$ cat src/msi_pkg.sv
package msi_pkg;
  // Input actions
  typedef enum logic [3:0] {
    MSI_ACT_NONE,
    MSI_ACT_TRIP_NORST,
    MSI_ACT_TRIP_RST,
    MSI_ACT_END_CW,
    MSI_ACT_END_CCW,
    MSI_ACT_WARN,
    MSI_ACT_MANUAL,
    MSI_ACT_EMERG,
    MSI_ACT_RUN_CW,
    MSI_ACT_RUN_CCW,
    MSI_ACT_SWOFF,
    MSI_ACT_QSTOP
  } msi_act_e;

  // Register byte offsets
  localparam logic [3:0] MSI_REG_CFG = 4'h0;
  localparam logic [3:0] MSI_REG_CMD = 4'h4;
  localparam logic [3:0] MSI_REG_STAT = 4'h8;
  localparam logic [3:0] MSI_REG_LVL = 4'hC;

  // CFG fields
  localparam int MSI_CFG_ACT0_LSB = 0;
  localparam int MSI_CFG_ACT1_LSB = 4;
  localparam int MSI_CFG_NC_LSB = 8;
  localparam int MSI_CFG_LATCH_LSB = 10;
  localparam int MSI_CFG_DLY_LSB = 12;
  // CMD fields
  localparam int MSI_CMD_CW = 0;
  localparam int MSI_CMD_CCW = 1;
  localparam int MSI_CMD_BRAKE = 2;
  localparam int MSI_CMD_ACK = 3;
  // STAT fields
  localparam int MSI_ST_MOTOR_CW = 0;
  localparam int MSI_ST_MOTOR_CCW = 1;
  localparam int MSI_ST_BRAKE = 2;
  localparam int MSI_ST_TRIP = 3;
  localparam int MSI_ST_WARN = 4;
  localparam int MSI_ST_MANUAL = 5;
  localparam int MSI_ST_PARERR = 6;
  localparam int MSI_ST_INSWOFF = 7;
  localparam int MSI_ST_ENDCW = 8;
  localparam int MSI_ST_ENDCCW = 9;

  localparam logic [31:0] MSI_CFG_RESET = 32'h0000_0000;
  // Debounce timing
  localparam int MSI_CLK_HZ = 40_000_000;
  localparam int MSI_DLY_STEP_MS = 10;
  localparam int MSI_DLY_MAX_MS = 80;
  localparam int MSI_STEP_CYC = MSI_CLK_HZ / 1000 * MSI_DLY_STEP_MS;
endpackage

$ cat src/msi_inputs.sv
`timescale 1ns/1ps
`default_nettype none
// What this block does
// - Each input evaluated alone; resulting actions combine by OR.
// - Debounce delay configurable from 10 ms to 80 ms, one setting shared by both inputs.
// - Polarity bit selects normally open or normally closed contact.
// - Emergency start and run actions allow only normally open.
// - Input-switch-off bit follows any active switch-off action input.
// - Reported input levels are always normally-open levels.
// - Signal bit selects latching (stored) or inching (not stored).
// - Latched run without switch-off or quick-stop rejects parameters.
// - Trip without restart: inching only, needs ack after cause clears.
// - Trip with restart switches off; auto-acknowledged after cause clears.
// - End-position switch-off turns motor and brake off, any direction.
// - Brake re-enabled only after brake and run commands cleared.
// - After end switch-off only the opposite run command restarts.
// - General warning sets warning, motor and brake stay on.
// - Latched warning triggers on active edge; cleared by trip reset.
// - Manual mode: only input run actions control motor, bus ignored.
// - Automatic returns only when manual cancelled and no input run.
// - Inching: action active while input at its active level.
module msi_inputs #(
  parameter int STEP_CYC = msi_pkg::MSI_STEP_CYC
) (
  input wire logic mclk_i,
  input wire logic rst_n_i,
  input wire logic [1:0] din_i,
  input wire logic [3:0] avs_address,
  input wire logic avs_read,
  input wire logic avs_write,
  input wire logic [31:0] avs_writedata,
  output logic [31:0] avs_readdata,
  output logic avs_waitrequest,
  output logic motor_cw_o,
  output logic motor_ccw_o,
  output logic brake_o,
  output logic warn_o
);
  import msi_pkg::*;

  initial begin
    if (STEP_CYC < 1) $error("STEP_CYC must be positive");
  end

  localparam int CW = $clog2(STEP_CYC * 8 + 1);

  logic [31:0] cfg_r;
  logic [31:0] cfg_nxt;
  logic [3:0] cmd_r;
  logic [31:0] rdata_r;
  logic ack_r;
  logic parerr_r;
  logic trip_r;
  logic warn_r;
  logic swoff_r;
  logic endcw_r;
  logic endccw_r;
  logic brake_lock_r;
  logic manual_r;
  logic mcw_r;
  logic mccw_r;
  logic brk_r;
  logic [1:0] lvl_r;
  logic [1:0] lvl_d_r;
  logic [1:0] lat_r;
  logic [31:0] stat;
  logic [31:0] rdata_nxt;

  // Bus: answer one cycle after request
  wire req = avs_read | avs_write;
  assign avs_waitrequest = req & ~ack_r;
  wire acc = req & ack_r;
  wire wr_cfg = acc & avs_write & (avs_address == MSI_REG_CFG);
  wire wr_cmd = acc & avs_write & (avs_address == MSI_REG_CMD);

  function automatic logic is_run(input logic [3:0] a);
    return a == MSI_ACT_RUN_CW || a == MSI_ACT_RUN_CCW;
  endfunction
  function automatic logic is_stop(input logic [3:0] a);
    return a == MSI_ACT_SWOFF || a == MSI_ACT_QSTOP;
  endfunction
  function automatic logic no_only(input logic [3:0] a);
    return is_run(a) || a == MSI_ACT_EMERG;
  endfunction

  wire [3:0] act0_w = avs_writedata[MSI_CFG_ACT0_LSB +: 4];
  wire [3:0] act1_w = avs_writedata[MSI_CFG_ACT1_LSB +: 4];
  wire [1:0] nc_w = avs_writedata[MSI_CFG_NC_LSB +: 2];
  wire [1:0] la_w = avs_writedata[MSI_CFG_LATCH_LSB +: 2];
  wire [2:0] dly_w = avs_writedata[MSI_CFG_DLY_LSB +: 3];
  // Parameter set consistency check
  wire bad_pol = (no_only(act0_w) & nc_w[0]) |
    (no_only(act1_w) & nc_w[1]);
  wire bad_la = ((la_w[0] & is_run(act0_w)) |
    (la_w[1] & is_run(act1_w))) &
    ~(is_stop(act0_w) | is_stop(act1_w));
  wire bad_trip = (la_w[0] & act0_w == MSI_ACT_TRIP_NORST) |
    (la_w[1] & act1_w == MSI_ACT_TRIP_NORST);
  wire bad_cfg = bad_pol | bad_la | bad_trip;
  assign cfg_nxt = (wr_cfg & ~bad_cfg) ? avs_writedata : cfg_r;

  wire [3:0] act0 = cfg_r[MSI_CFG_ACT0_LSB +: 4];
  wire [3:0] act1 = cfg_r[MSI_CFG_ACT1_LSB +: 4];
  wire [1:0] nc = cfg_r[MSI_CFG_NC_LSB +: 2];
  wire [1:0] la = cfg_r[MSI_CFG_LATCH_LSB +: 2];
  wire [CW-1:0] dly_cyc = CW'((cfg_r[MSI_CFG_DLY_LSB +: 3] + 4'h1) *
    STEP_CYC);

  // Per-input synchroniser, debounce and active level
  logic [1:0] act_lvl;
  logic [1:0] raw_act;
  genvar g;
  generate
    for (g = 0; g < 2; g++) begin : gin
      logic [2:0] sy_r;
      logic [CW-1:0] cnt_r;
      always_ff @(posedge mclk_i) begin
        if (!rst_n_i) begin
          sy_r <= 3'h0;
        end else begin
          sy_r <= {sy_r[1:0], din_i[g]};
        end
      end
      wire stable = sy_r[2] == sy_r[1];
      wire diff = stable & (sy_r[2] != lvl_r[g]);
      always_ff @(posedge mclk_i) begin
        if (!rst_n_i) begin
          cnt_r <= '0;
          lvl_r[g] <= 1'b0;
        end else if (!diff) begin
          cnt_r <= '0;
        end else if (cnt_r >= dly_cyc - CW'(1)) begin
          cnt_r <= '0;
          lvl_r[g] <= sy_r[2];
        end else begin
          cnt_r <= cnt_r + CW'(1);
        end
      end
      // NC contact is active when open
      assign raw_act[g] = lvl_r[g] ^ nc[g];
      // Direct polarity view: current debounced state decides act level
      assign act_lvl[g] = raw_act[g];
    end
  endgenerate

  always_ff @(posedge mclk_i) begin
    if (!rst_n_i) begin
      lvl_d_r <= 2'h0;
    end else begin
      lvl_d_r <= act_lvl;
    end
  end
  wire [1:0] rise = act_lvl & ~lvl_d_r;

  // Action decode per input, then OR across inputs
  function automatic logic hit(input logic [3:0] a0, input logic [3:0] a1,
                               input logic [1:0] on, input logic [3:0] k);
    return (on[0] & a0 == k) | (on[1] & a1 == k);
  endfunction
  wire [1:0] eff = act_lvl | lat_r;
  wire trip_norst = hit(act0, act1, act_lvl, MSI_ACT_TRIP_NORST);
  wire trip_rst = hit(act0, act1, act_lvl, MSI_ACT_TRIP_RST);
  wire end_cw = hit(act0, act1, act_lvl, MSI_ACT_END_CW);
  wire end_ccw = hit(act0, act1, act_lvl, MSI_ACT_END_CCW);
  wire manual_in = hit(act0, act1, act_lvl, MSI_ACT_MANUAL);
  wire emerg = hit(act0, act1, act_lvl, MSI_ACT_EMERG);
  wire in_cw = hit(act0, act1, eff, MSI_ACT_RUN_CW);
  wire in_ccw = hit(act0, act1, eff, MSI_ACT_RUN_CCW);
  wire swoff = hit(act0, act1, act_lvl, MSI_ACT_SWOFF);
  wire qstop = hit(act0, act1, eff, MSI_ACT_QSTOP);
  wire warn_now = hit(act0, act1, act_lvl & ~la, MSI_ACT_WARN);
  wire warn_set = hit(act0, act1, rise & la, MSI_ACT_WARN);
  wire ack = wr_cmd & avs_writedata[MSI_CMD_ACK];

  // Manual mode ends only once no input run action remains
  wire manual_nxt = manual_in | (manual_r & (in_cw | in_ccw));
  wire cmd_cw = manual_r ? in_cw : cmd_r[MSI_CMD_CW];
  wire cmd_ccw = manual_r ? in_ccw : cmd_r[MSI_CMD_CCW];
  wire cmd_brk = manual_r ? (in_cw | in_ccw) : cmd_r[MSI_CMD_BRAKE];
  // Autoreset trips do not latch; only trip-without-restart holds
  wire hold_on = emerg;
  wire stop = ((trip_r | trip_norst | trip_rst | swoff | qstop) & ~hold_on)
    | end_cw | end_ccw;
  wire run_cw = cmd_cw & ~cmd_ccw & ~stop & ~endcw_r;
  wire run_ccw = cmd_ccw & ~cmd_cw & ~stop & ~endccw_r;
  wire brk_clear = ~cmd_brk & ~cmd_cw & ~cmd_ccw;

  always_ff @(posedge mclk_i) begin
    if (!rst_n_i) begin
      cfg_r <= MSI_CFG_RESET;
      cmd_r <= 4'h0;
      ack_r <= 1'b0;
      parerr_r <= 1'b0;
    end else begin
      cfg_r <= cfg_nxt;
      ack_r <= req & ~ack_r;
      if (wr_cmd) begin
        cmd_r <= avs_writedata[3:0];
      end
      if (wr_cfg) begin
        parerr_r <= bad_cfg;
      end
    end
  end

  always_ff @(posedge mclk_i) begin
    if (!rst_n_i) begin
      trip_r <= 1'b0;
      warn_r <= 1'b0;
      manual_r <= 1'b0;
      lat_r <= 2'h0;
    end else begin
      trip_r <= trip_norst | (trip_r & ~ack);
      warn_r <= warn_set | (warn_r & ~ack);
      manual_r <= manual_nxt;
      // Latched actions stored; ack clears, a new edge in that cycle wins
      lat_r <= (lat_r & ~{2{ack}}) | (rise & la);
    end
  end

  always_ff @(posedge mclk_i) begin
    if (!rst_n_i) begin
      endcw_r <= 1'b0;
      endccw_r <= 1'b0;
      brake_lock_r <= 1'b0;
      swoff_r <= 1'b0;
    end else begin
      endcw_r <= end_cw | (endcw_r & ~cmd_ccw);
      endccw_r <= end_ccw | (endccw_r & ~cmd_cw);
      brake_lock_r <= end_cw | end_ccw |
        (brake_lock_r & ~brk_clear);
      swoff_r <= swoff;
    end
  end

  always_ff @(posedge mclk_i) begin
    if (!rst_n_i) begin
      mcw_r <= 1'b0;
      mccw_r <= 1'b0;
      brk_r <= 1'b0;
      rdata_r <= 32'h0;
    end else begin
      mcw_r <= run_cw;
      mccw_r <= run_ccw;
      brk_r <= cmd_brk & ~stop & ~brake_lock_r;
      rdata_r <= rdata_nxt;
    end
  end

  always_comb begin
    stat = 32'h0;
    stat[MSI_ST_MOTOR_CW] = mcw_r;
    stat[MSI_ST_MOTOR_CCW] = mccw_r;
    stat[MSI_ST_BRAKE] = brk_r;
    stat[MSI_ST_TRIP] = trip_r;
    stat[MSI_ST_WARN] = warn_o;
    stat[MSI_ST_MANUAL] = manual_r;
    stat[MSI_ST_PARERR] = parerr_r;
    stat[MSI_ST_INSWOFF] = swoff_r;
    stat[MSI_ST_ENDCW] = endcw_r;
    stat[MSI_ST_ENDCCW] = endccw_r;
  end
  // Levels reported as make-contact regardless of polarity
  wire [31:0] lvl_rep = {30'h0, lvl_r};
  assign rdata_nxt =
    (avs_address == MSI_REG_CFG) ? cfg_r :
    (avs_address == MSI_REG_CMD) ? {28'h0, cmd_r} :
    (avs_address == MSI_REG_STAT) ? stat :
    (avs_address == MSI_REG_LVL) ? lvl_rep : 32'h0;

  assign avs_readdata = rdata_r;
  assign motor_cw_o = mcw_r;
  assign motor_ccw_o = mccw_r;
  assign brake_o = brk_r;
  assign warn_o = warn_r | warn_now;

  end_stop_a: assert property (
    @(posedge mclk_i) disable iff (!rst_n_i)
    (end_cw | end_ccw) |=> !motor_cw_o && !motor_ccw_o && !brake_o)
    else $error("motor on during end switch-off");
  end_dir_a: assert property (
    @(posedge mclk_i) disable iff (!rst_n_i)
    endcw_r |=> !motor_cw_o)
    else $error("cw restart after cw end");
  trip_off_a: assert property (
    @(posedge mclk_i) disable iff (!rst_n_i)
    (trip_norst | trip_rst) && !emerg |=> !motor_cw_o && !brake_o)
    else $error("motor on during trip");
  trip_hold_a: assert property (
    @(posedge mclk_i) disable iff (!rst_n_i)
    trip_r && !ack |=> trip_r)
    else $error("trip cleared without ack");
  warn_hold_a: assert property (
    @(posedge mclk_i) disable iff (!rst_n_i)
    warn_set |=> warn_o)
    else $error("latched warning lost");
  manual_bus_a: assert property (
    @(posedge mclk_i) disable iff (!rst_n_i)
    manual_r && !in_cw |=> !motor_cw_o)
    else $error("bus drove motor in manual");
  pol_ok_a: assert property (
    @(posedge mclk_i) disable iff (!rst_n_i)
    !(no_only(act0) && nc[0]))
    else $error("run action with nc contact");
  lvl_hold_a: assert property (
    @(posedge mclk_i) disable iff (!rst_n_i)
    $changed(lvl_r[0]) |-> $past(gin[0].sy_r[2]) == lvl_r[0])
    else $error("level taken unsynchronised");
  bus_wait_a: assert property (
    @(posedge mclk_i) disable iff (!rst_n_i)
    $rose(avs_read) |-> avs_waitrequest ##1 !avs_waitrequest)
    else $error("bus answer not in one cycle");
  run_c: cover property (@(posedge mclk_i) motor_cw_o);
  manual_c: cover property (@(posedge mclk_i) manual_r && motor_ccw_o);
  endsw_c: cover property (@(posedge mclk_i) endcw_r ##1 motor_ccw_o);
endmodule
`default_nettype wire

$ cat config.mk
export PLATFORM = sky130hd
export DESIGN_NAME = msi_inputs
export DESIGN_NICKNAME = d
export VERILOG_FILES = /design/src/msi_pkg.sv /design/src/msi_inputs.sv
export SDC_FILE = /design/constraint.sdc
export NUM_CORES = 1
export LEC_CHECK = 0
export BUFFER_PORTS_ARGS = -buffer_cell sky130_fd_sc_hd__buf_2
export CAP_MARGIN = 5
export CORE_ASPECT_RATIO = 1.75
export CORE_MARGIN = 2
export CORE_UTILIZATION = 35
export CTS_BUF_LIST = sky130_fd_sc_hd__clkbuf_8
export DETAILED_ROUTE_END_ITERATION = 16
export GPL_TIMING_DRIVEN = 0
export SYNTH_ARGS = -nofsm -noshare
export SYNTH_HDL_FRONTEND = slang
export SYNTH_SLANG_ARGS = --single-unit
$ cat constraint.sdc
create_clock -name mclk_i -period 9 [get_ports mclk_i]
set_input_delay 0 -clock mclk_i [delete_from_list [all_inputs] [get_ports mclk_i]]
set_output_delay 0 -clock mclk_i [all_outputs]
set_load 0.02 [all_outputs]
==> impl_metrics.ini, run 1 <==
[run_status]
status = finished clean

[place]
gp_congestion = 0.889
hpwl_um = 14200
io_buffer_count = 77

[sta]
grt_setup_unrepaired = false
setup-tns-final_ps = 0
slew_headroom_pct = 43.1
fin_skew_ps = 14.1
period_needed_ps = 6270
drv_slew = 0
hold_viol = 0
worst_pin_slew_ps = 846
period_share_pct = 69.6
final-setup-viol-count = 0
max_freq_mhz = 160

[final_layout]
layout-drive-gt1-share_pct = 14.4
area_growth_pct = 21.5
antenna_cells = 0
final_nets = 970
fillerInstances = 1909

[synth]
netlist_area_um2 = 6820
synth_top_family_by_area = simple AND/OR/NAND/NOR gates
synth_xor_xnor_area_share_pct = 7.56
synth_edf_count = 0
synthesis.nets = 835
synth-simple-area-share_pct = 22.7
syn_area_per_cell_um2 = 9.18
synthAdderAreaFrac_pct = 9.28
yosys.area.top_type = dfxtp_1
ys_seq_area_share_pct = 39.9
syn_inst = 743
netlist.area_leader.share_pct = 39.9
yosys_warnings = 0
synthTopCellsByArea = dfxtp_1, ha_1, mux2i_1, xor2_1, nor2_1
synth_cell_type_count = 68
synth_compound_area_share_pct = 11.1
synth-main-ff-cell = dfxtp_1
synthMuxAreaShare_pct = 6.09
synth_seq_cells = 136
synth-async-reset-ratio_pct = 0

[cts]
numClockSinks = 136
cts-root-buf = clkbuf_8
postCtsSetupRepairBufs = 0
cts_tree = built
clk_path_buf_depth = 2
htreeDepth = 4
clkTransAtPathRegs_ps = 80
clock_latency_ps = 460
cts_buffers = 17

[drt]
ant_nets = 0
drc = 0
routedWlPerCell_um = 16.3
vias = 5887
drt_first_pass_iters = 5
drt-initial-drc-count = 274
vias_per_cell = 5.21
drt_wl_total_um = 18400

[die]
top_level_ports = 79
die_h_um = 189
die_area_um2 = 20700
floorplan.core_area_um2 = 19100
start_util_pct = 35.7
num_rows = 67
die_w_um = 110

[global_route]
grt_usage_pct = 18.9
grt_pass1_vias = 5957
use_met3_pct = 3.15
gr-usage-met1_pct = 18.1
grt_pass1_wl_um = 30000
antenna_found_initial = 0
gr-max-usage-layer = met2
grt_start_max_net_pins = 17
grt_use_met2_pct = 36.6
grt-ovfl-total = 0

[critical_path]
crit_slowest_cell = ha_1
crit_type = reg2reg
arrival_ps = 6640
critPathBufInv = 5
required_ps = 9370
slowest_delay_ps = 530
path_max_fanout = 10
worstSetupEndpointType = register
cp_common_cell = ha_1
crit_family = adder cells
cp_cell_sequence = clkbuf_1 -> inv_1 -> ha_1 -> ha_1 -> inv_1 -> fa_1 -> inv_1 -> ha_1 -> nor4_1 -> nand3b_1 -> or4_1 -> o31ai_1 -> nor2_1 -> ha_1 -> nand4_1 -> nor2_1 -> a31oi_1 -> a21boi_0 -> a311o_1 -> o2bb2ai_1 -> nand2_2 -> buf_6 -> nor3_1
critPathLaunchType = register

[power]
combPwrFrac_pct = 4.5
p_per_area_nw_per_um2 = 140
leakagePower_nw = 3.60
vdd_ir_drop_max_mv = 0.155
p_clk_share_pct = 43.4
power_switching_mw = 0.262
sequentialPowerShare_pct = 52.1
finalPower_mw = 1.16
switching_share_pct = 22.6
p_int_mw = 0.899

[min_path]
holdCritPathClass = in2reg

[flow_run]
cap_viol_max_count = 0
cells by family (layout without fill, tap and decap cells):
logic type,count (synthesis),after routing
AO/OA/AOI/OAI,104,104
XOR/XNOR,58,58
adder cells (fa/ha/maj),50,50
buffers and inverters,53,200
flip-flops,136,136
multiplexers,41,41
AND/OR/NAND/NOR,301,301
layer usage:
| layer | wire length, µm | part of all wire (%) | vias up |
|---|---|---|---|
| met5 | 0 | 0 | - |
| met4 | 857 | 4.7 | 0 |
| met3 | 461 | 2.5 | 39 |
| met2 | 10500 | 57 | 116 |
| met1 | 6550 | 36 | 2785 |
| li1 | - | - | 2947 |
registers in the layout (all words and copies together) (netlist names), 2 cells and up:
name and count:
avs_readdata 32, cfg_r 32, cmd_r 4, gin.cnt_r 44
gin.sy_r 6, lat_r 2, lvl_d_r 2, lvl_r 2
metrics by stage:
step	area (µm²)	std cells	setup WS (ps)	utilization, %	hold slack [ps]
2_1_floorplan	6820	743	3880	-	127
3_3_place_gp	7510	1061	2740	39.3	222
3_5_place_dp	7510	1061	2750	39.3	211
4_1_cts	8290	1131	2700	43.4	22.6
5_1_grt	8290	1131	2110	43.4	74.0
6_report	8290	1131	2730	43.4	46.5
worst register-to-register path, delay by kind of cell (launching register included):
family	cells	cell delay (ps)
fa+ha+maj	5	1930
compound gates	5	1070
simple gates	8	1600
flops	1	510
buf+inv	5	1060
power groups by stage:
| stage | Sequential (mW) | Clock, mW | Combinational [mW] |
|---|---|---|---|
| finish | 0.605 | 0.504 | 0.0519 |
| global route | 0.605 | 0.536 | 0.0565 |
| global placement | 0.619 | 0 | 0.0388 |
| detailed placement | 0.619 | 0 | 0.0389 |
| CTS | 0.605 | 0.512 | 0.0517 |
| floorplan | 0.619 | 0 | 0.0180 |
layout by cell type, fill, tap and decap left out, drive strengths merged, types with 3 or more instances in the layout:
cell type	Yosys	final
a21oi	19	19
o21a	4	4
a211oi	4	4
clkbuf	23	44
inv	21	23
buf	9	86
ha	49	49
nand3	22	22
o21ai	17	17
or4	4	4
xnor2	22	22
nor2	77	77
nor2b	4	4
a31oi	6	6
nand2b	6	6
nand4	10	10
a21boi	3	3
a22o	8	8
dfxtp	136	136
nor4	5	5
and2	7	7
nand2	54	54
and4	9	9
a22oi	7	7
mux2i	37	37
and3	26	26
nor3b	10	10
o211ai	7	7
dlygate4sd3	0	39
nor3	51	51
mux2	4	4
nand3b	7	7
clkinv	0	4
xor2	36	36
o22ai	4	4
worst paths after layout:
kind / start / endpoint / slack (ps) / cells past startpoint
setup / recovery: cfg_r[12]$_SDFFE_PN0P_ / gin[1].cnt_r[13]$_SDFF_PP0_ / 2730 / 23
hold / removal: avs_address[3] / avs_readdata[2]$_SDFF_PN0_ / 50 / 4
setup reg to reg: cfg_r[12]$_SDFFE_PN0P_ / gin[1].cnt_r[13]$_SDFF_PP0_ / 2730 / 23
hold reg to reg: gin[1].sy_r[0]$_SDFF_PN0_ / gin[1].sy_r[1]$_SDFF_PN0_ / 440 / 1
timing repair:
| action | 4_1_cts | 5_1_grt |
|---|---|---|
| resized for setup | 0 | 0 |
| hold buffers | 39 | 0 |
| hold endpoints to repair | 45 | 0 |
cells in the mapped netlist (all sizes together) (8+ instances only):
master,number
dfxtp,136
nor2,77
nand2,54
nor3,51
ha,49
mux2i,37
xor2,36
and3,26
clkbuf,23
nand3,22
xnor2,22
inv,21
a21oi,19
o21ai,17
nand4,10
nor3b,10
and4,9
buf,9
a22o,8
final cells by class:
type                            count  area (µm²)  share of cell area, %
Buffer                             32         151                   1.83
Clock buffer                       21         289                   3.49
Clock inverter                     10         103                   1.24
Inverter                           21        78.8                  0.951
Multi-Input combinational cell    554        3870                   46.7
Sequential cell                   136        2720                   32.8
Tap cell                          241         302                   3.64
Timing Repair Buffer              116         776                   9.36
Note: power is estimated with default switching activity, not from simulation.
==> run 2, diff against run 1 <==
Settings changed: ABC_AREA from default to 1.
Clock period 9 ns to 6 ns, I/O delays scaled along.
==> run 2 against run 1 <==
Effect of this change: final area up 2.9%; combinational power grew 75%; die area up 2.5%; maximum frequency rose by 21%; global-route usage down 0.97 points; register-to-register slack got worse by 1900 ps; sequential cell count is the same; sequential power grew 50%; synthesized area increased by 2.6%; critical endpoint is now gin[1].cnt_r[20]$_SDFF_PP0_; largest cell class unchanged.
==> impl_metrics.ini, run 2 <==
[sta]
worst_slack_ps = 834
period_share_pct = 86.1
max_freq_mhz = 194
drv_slew = 0
setup-tns-final_ps = 0
slew_headroom_pct = 60.5
period_needed_ps = 5170
hold_viol = 0
hold_ws_ps = 56.6
grt_setup_unrepaired = false
worst_pin_slew_ps = 593
final-setup-viol-count = 0
fin_skew_ps = 13.4

[drt]
routedWlPerCell_um = 14.1
drc = 0
drt-initial-drc-count = 214
ant_nets = 0
drt_wl_total_um = 18400
vias_per_cell = 4.82
drt_first_pass_iters = 4
vias = 6318

[critical_path]
r2r_cells = 28
r2r-end = gin[1].cnt_r[20]$_SDFF_PP0_
arrival_ps = 5550
crit_slowest_cell = dfxtp_1
worstSetupEndpointType = register
cp_common_cell = nand2_1
regToRegSetupSlack_ps = 830
slowest_delay_ps = 530
path_max_fanout = 12
required_ps = 6380
critPathLaunchType = register
crit_type = reg2reg
critPathLaunch = cfg_r[12]$_SDFFE_PN0P_
r2r-start = cfg_r[12]$_SDFFE_PN0P_
crit_path_end = gin[1].cnt_r[20]$_SDFF_PP0_

[cts]
numClockSinks = 136
htreeDepth = 4
cts_buffers = 17
cts.repair.resized = 0
cts_tree = built
cts-root-buf = clkbuf_8
clkTransAtPathRegs_ps = 70
clk_path_buf_depth = 2
clock_latency_ps = 450

[flow_run]
cap_viol_max_count = 0

[final_layout]
layout-drive-gt1-share_pct = 17.5
design_area_um2 = 8530
regMostFlops = gin.cnt_r
instances_no_fill = 1311
layout_commonest_cell = nand2_1
antenna_cells = 0
final_nets = 1145
area_growth_pct = 21.8
mostFrequentLayoutCells = nand2_1, dfxtp_1, inv_1
largest_reg_flops = 44
final_util_pct = 43.4

[synth]
netlist.area_leader.share_pct = 38.9
synth_top_family_by_area = simple AND/OR/NAND/NOR gates
netlist_area_um2 = 7000
ys_seq_area_share_pct = 38.9
synth-simple-area-share_pct = 25.8
synthAdderAreaFrac_pct = 9.04
synthMuxAreaShare_pct = 0
synthesis.nets = 1009
synth-main-ff-cell = dfxtp_1
syn_inst = 917
synth_edf_count = 0
synth-async-reset-ratio_pct = 0
synth.most_common_cell = nand2_1
synthTopCellsByArea = dfxtp_1, ha_1, nand2_1, inv_1, nor2_1
synth_compound_area_share_pct = 12.4
syn_area_per_cell_um2 = 7.64
synth_common_cells = nand2_1, dfxtp_1, inv_1
synth_cell_type_count = 50
yosys.area.top_type = dfxtp_1
synth_xor_xnor_area_share_pct = 5.38
synth_seq_cells = 136
yosys_warnings = 0

[global_route]
antenna_found_initial = 0
grt_start_max_net_pins = 17
grt-ovfl-total = 0
grt_usage_pct = 17.9
grt_pass1_vias = 6278
grt_pass1_wl_um = 30100

[power]
vdd_ir_drop_max_mv = 0.127
finalPower_mw = 1.83
p_per_area_nw_per_um2 = 215
leakagePower_nw = 3.63

[die]
die_h_um = 191
start_util_pct = 35.6
floorplan.core_area_um2 = 19700
die_w_um = 111
num_rows = 68
die_area_um2 = 21200
top_level_ports = 79

[place]
place_ws_ps = 855
io_buffer_count = 78
gp_congestion = 0.914
dp.cells = 1240
hpwl_um = 14300
place_area_um2 = 7700

[run_status]
status = finished clean

[min_path]
holdCritPathClass = in2reg
## run 2: cells by family (layout without fill, tap and decap cells)
group	after synthesis	count (layout)
and+or+nand+nor	386	386
AOI/OAI and AO/OA	152	152
buffers and inverters	150	299
DFF	136	136
adders and majority gates	50	50
xor gates and xnor gates	43	43
## run 2: what timing repair did
action,CTS,global route
hold buffers,39,0
buffers inserted,0,0
endpoints found under the hold margin,47,0
## run 2: layout make-up
type	count	area, µm²
Multi-Input combinational cell	631	3690
Inverter	131	492
Sequential cell	136	2720
Clock inverter	13	178
Tap cell	245	307
Timing Repair Buffer	117	781
Clock buffer	19	262
Fill cell	1998	11100
Buffer	19	101
## run 2: layer usage
metal / vias up / GRT usage (%) / routed length (µm)
met2: 115 / 35.7 / 10400
met5: - / 0 / 0
met3: 54 / 3.36 / 488
met1: 2892 / 16.3 / 6590
li1: 3257 / - / -
met4: 0 / 11.2 / 986
## run 2: worst max-delay path: cells and delay by family (launching register included)
kind	cells	cell delay, ps
DFF	1	530
buffers and inverters	5	580
AOI/OAI and AO/OA	2	300
adders and majority gates	5	1670
and+or+nand+nor	16	2020
## run 2: where the power goes
group / switching (mW) / internal [mW]
Combinational: 0.0485 / 0.0422
Clock: 0.359 / 0.472
Sequential: 0.00280 / 0.906
## run 2: worst min-delay path by stage
stage	start	end	slack, ps	depth (start not counted)
floorplan	din_i[0]	gin[0].sy_r[0]$_SDFF_PN0_	100	2
global placement	din_i[1]	gin[1].sy_r[0]$_SDFF_PN0_	200	3
detailed placement	din_i[0]	gin[0].sy_r[0]$_SDFF_PN0_	210	3
CTS	avs_address[0]	avs_readdata[8]$_SDFF_PN0_	20	6
global route	avs_write	cmd_r[2]$_SDFFE_PN0P_	100	4
finish	avs_address[0]	avs_readdata[8]$_SDFF_PN0_	60	6
==> run 3, diff against run 2 <==
Settings changed: CORE_UTILIZATION 35 to 30, CTS_CLUSTER_DIAMETER from default to 50, SLEW_MARGIN from default to 20.
==> run 3 against run 2 <==
Effect of this change: final area is 0.34% higher; combinational power is 1% higher; largest power group unchanged; critical endpoint is now gin[1].cnt_r[17]$_SDFF_PP0_; register-to-register slack gained 110 ps; wire length rose by 1.0%.
==> impl_metrics.ini, run 3 (synthesis gave the netlist of run 2 again) <==
[cts]
cts_tree = built
clock_latency_ps = 470
htreeDepth = 4
clkTransAtPathRegs_ps = 80
cts_buffers = 17
numClockSinks = 136
postCtsSetupRepairBufs = 0
cts-root-buf = clkbuf_8
clk_path_buf_depth = 2

[drt]
ant_nets = 0
drt_first_pass_iters = 4
vias_per_cell = 4.64
routedWlPerCell_um = 13.6
drt_wl_total_um = 18600
drc = 0
vias = 6357
drt-initial-drc-count = 224

[sta]
period_share_pct = 84.2
slew_headroom_pct = 56.5
max_freq_mhz = 198
setup-tns-final_ps = 0
worst_pin_slew_ps = 648
fin_skew_ps = 17.8
period_needed_ps = 5050
hold_viol = 0
drv_slew = 0
grt_setup_unrepaired = false
final-setup-viol-count = 0

[place]
io_buffer_count = 78
gp_congestion = 0.914
hpwl_um = 14700

[min_path]
holdCritPathClass = in2reg

[global_route]
antenna_found_initial = 0
grt_usage_pct = 15.8
grt_start_max_net_pins = 17
grt_pass1_vias = 6308
grt_pass1_wl_um = 30300
grt-ovfl-total = 0

[critical_path]
arrival_ps = 5450
critPathLaunch = cfg_r[12]$_SDFFE_PN0P_
path_max_fanout = 10
required_ps = 6400
r2r_cells = 28
critPathLaunchType = register
worstSetupEndpointType = register
crit_path_end = gin[1].cnt_r[17]$_SDFF_PP0_
crit_type = reg2reg
r2r-start = cfg_r[12]$_SDFFE_PN0P_
regToRegSetupSlack_ps = 950
r2r-end = gin[1].cnt_r[17]$_SDFF_PP0_
slowest_delay_ps = 500
cp_common_cell = nand2_1
crit_slowest_cell = dfxtp_1

[die]
top_level_ports = 79
die_w_um = 119
floorplan.core_area_um2 = 23100
die_area_um2 = 24600
start_util_pct = 30.2
die_h_um = 206
num_rows = 74

[final_layout]
layout_commonest_cell = nand2_1
final_nets = 1145
layout-drive-gt1-share_pct = 17.7
mostFrequentLayoutCells = nand2_1, dfxtp_1, inv_1
antenna_cells = 0
fillerInstances = 2525
regMostFlops = gin.cnt_r
largest_reg_flops = 44
area_growth_pct = 22.2
final_util_pct = 37.0

[run_status]
status = finished clean

[flow_run]
cap_viol_max_count = 0

[power]
p_per_area_nw_per_um2 = 205
leakagePower_nw = 3.62
vdd_ir_drop_max_mv = 0.142
-- run 3: cell types whose count changed in the layout (fill, tap and decap cells not counted), sizes merged --
| cell | before | now |
|---|---|---|
| inv | 133 | 138 |
| bufinv | 4 | 1 |
| clkinvlp | 3 | 0 |
| clkinv | 4 | 5 |
-- run 3: area by class of cell --
| type | instances | area [µm²] | share of cell area (%) |
|---|---|---|---|
| multi-input combinational | 631 | 3690 | 43.1 |
| buffer | 19 | 101 | 1.18 |
| clock buffer | 19 | 262 | 3.06 |
| inverter | 131 | 492 | 5.75 |
| clock inverter | 13 | 133 | 1.55 |
| tap | 304 | 380 | 4.45 |
| timing repair buffer | 117 | 781 | 9.12 |
| sequential | 136 | 2720 | 31.8 |
-- run 3: how the worst min path moves through the flow --
| stage | end | slack [ps] | startpoint | cells past startpoint |
|---|---|---|---|---|
| finish | avs_readdata[8]$_SDFF_PN0_ | 100 | avs_address[2] | 6 |
| global route | cmd_r[1]$_SDFFE_PN0P_ | 120 | avs_write | 4 |
| global placement | gin[1].sy_r[0]$_SDFF_PN0_ | 210 | din_i[1] | 3 |
| floorplan | gin[0].sy_r[0]$_SDFF_PN0_ | 100 | din_i[0] | 2 |
| detailed placement | gin[1].sy_r[0]$_SDFF_PN0_ | 210 | din_i[1] | 3 |
| CTS | avs_readdata[8]$_SDFF_PN0_ | 70 | avs_address[2] | 6 |
-- run 3: power breakdown --
| group | internal, mW | total [mW] | switching (mW) |
|---|---|---|---|
| clock network | 0.362 | 0.758 | 0.395 |
| registers | 0.906 | 0.909 | 0.00288 |
| logic | 0.0422 | 0.0916 | 0.0494 |
-- run 3: metal layers --
metal | share of wire (%) | track usage, % | routed length, µm | vias up
met4 | 6.8 | 11.8 | 1270 | 0
met1 | 35 | 13.8 | 6500 | 2901
met2 | 56 | 31.4 | 10500 | 122
li1 | - | - | - | 3264
met5 | 0 | 0 | 0 | -
met3 | 2.1 | 2.70 | 392 | 70
-- run 3: per-stage QoR --
stage,worst slack (ps),power (mW),std cells,area [µm²],hold slack (ps)
after floorplan,1670,0.968,917,7000,97.6
after global placement,1010,1.00,1299,7770,206
after detailed placement,969,1.00,1299,7770,208
after CTS,950,1.78,1370,8560,67.9
after global routing,468,1.83,1370,8560,120
final,948,1.76,1370,8560,101
-- run 3: worst max-delay path: cells and delay by family (launching register included) --
| kind | cells | cell delay [ps] |
|---|---|---|
| XOR/XNOR | 2 | 520 |
| buffers and inverters | 2 | 350 |
| AO/OA/AOI/OAI | 2 | 220 |
| AND/OR/NAND/NOR | 17 | 1650 |
| adder cells (fa/ha/maj) | 5 | 1730 |
| flip-flops | 1 | 500 |
-- run 3: what timing repair did --
action | 4_1_cts | 5_1_grt
hold endpoints to repair | 49 | 0
resized for setup | 0 | 0
hold buffers | 39 | 0
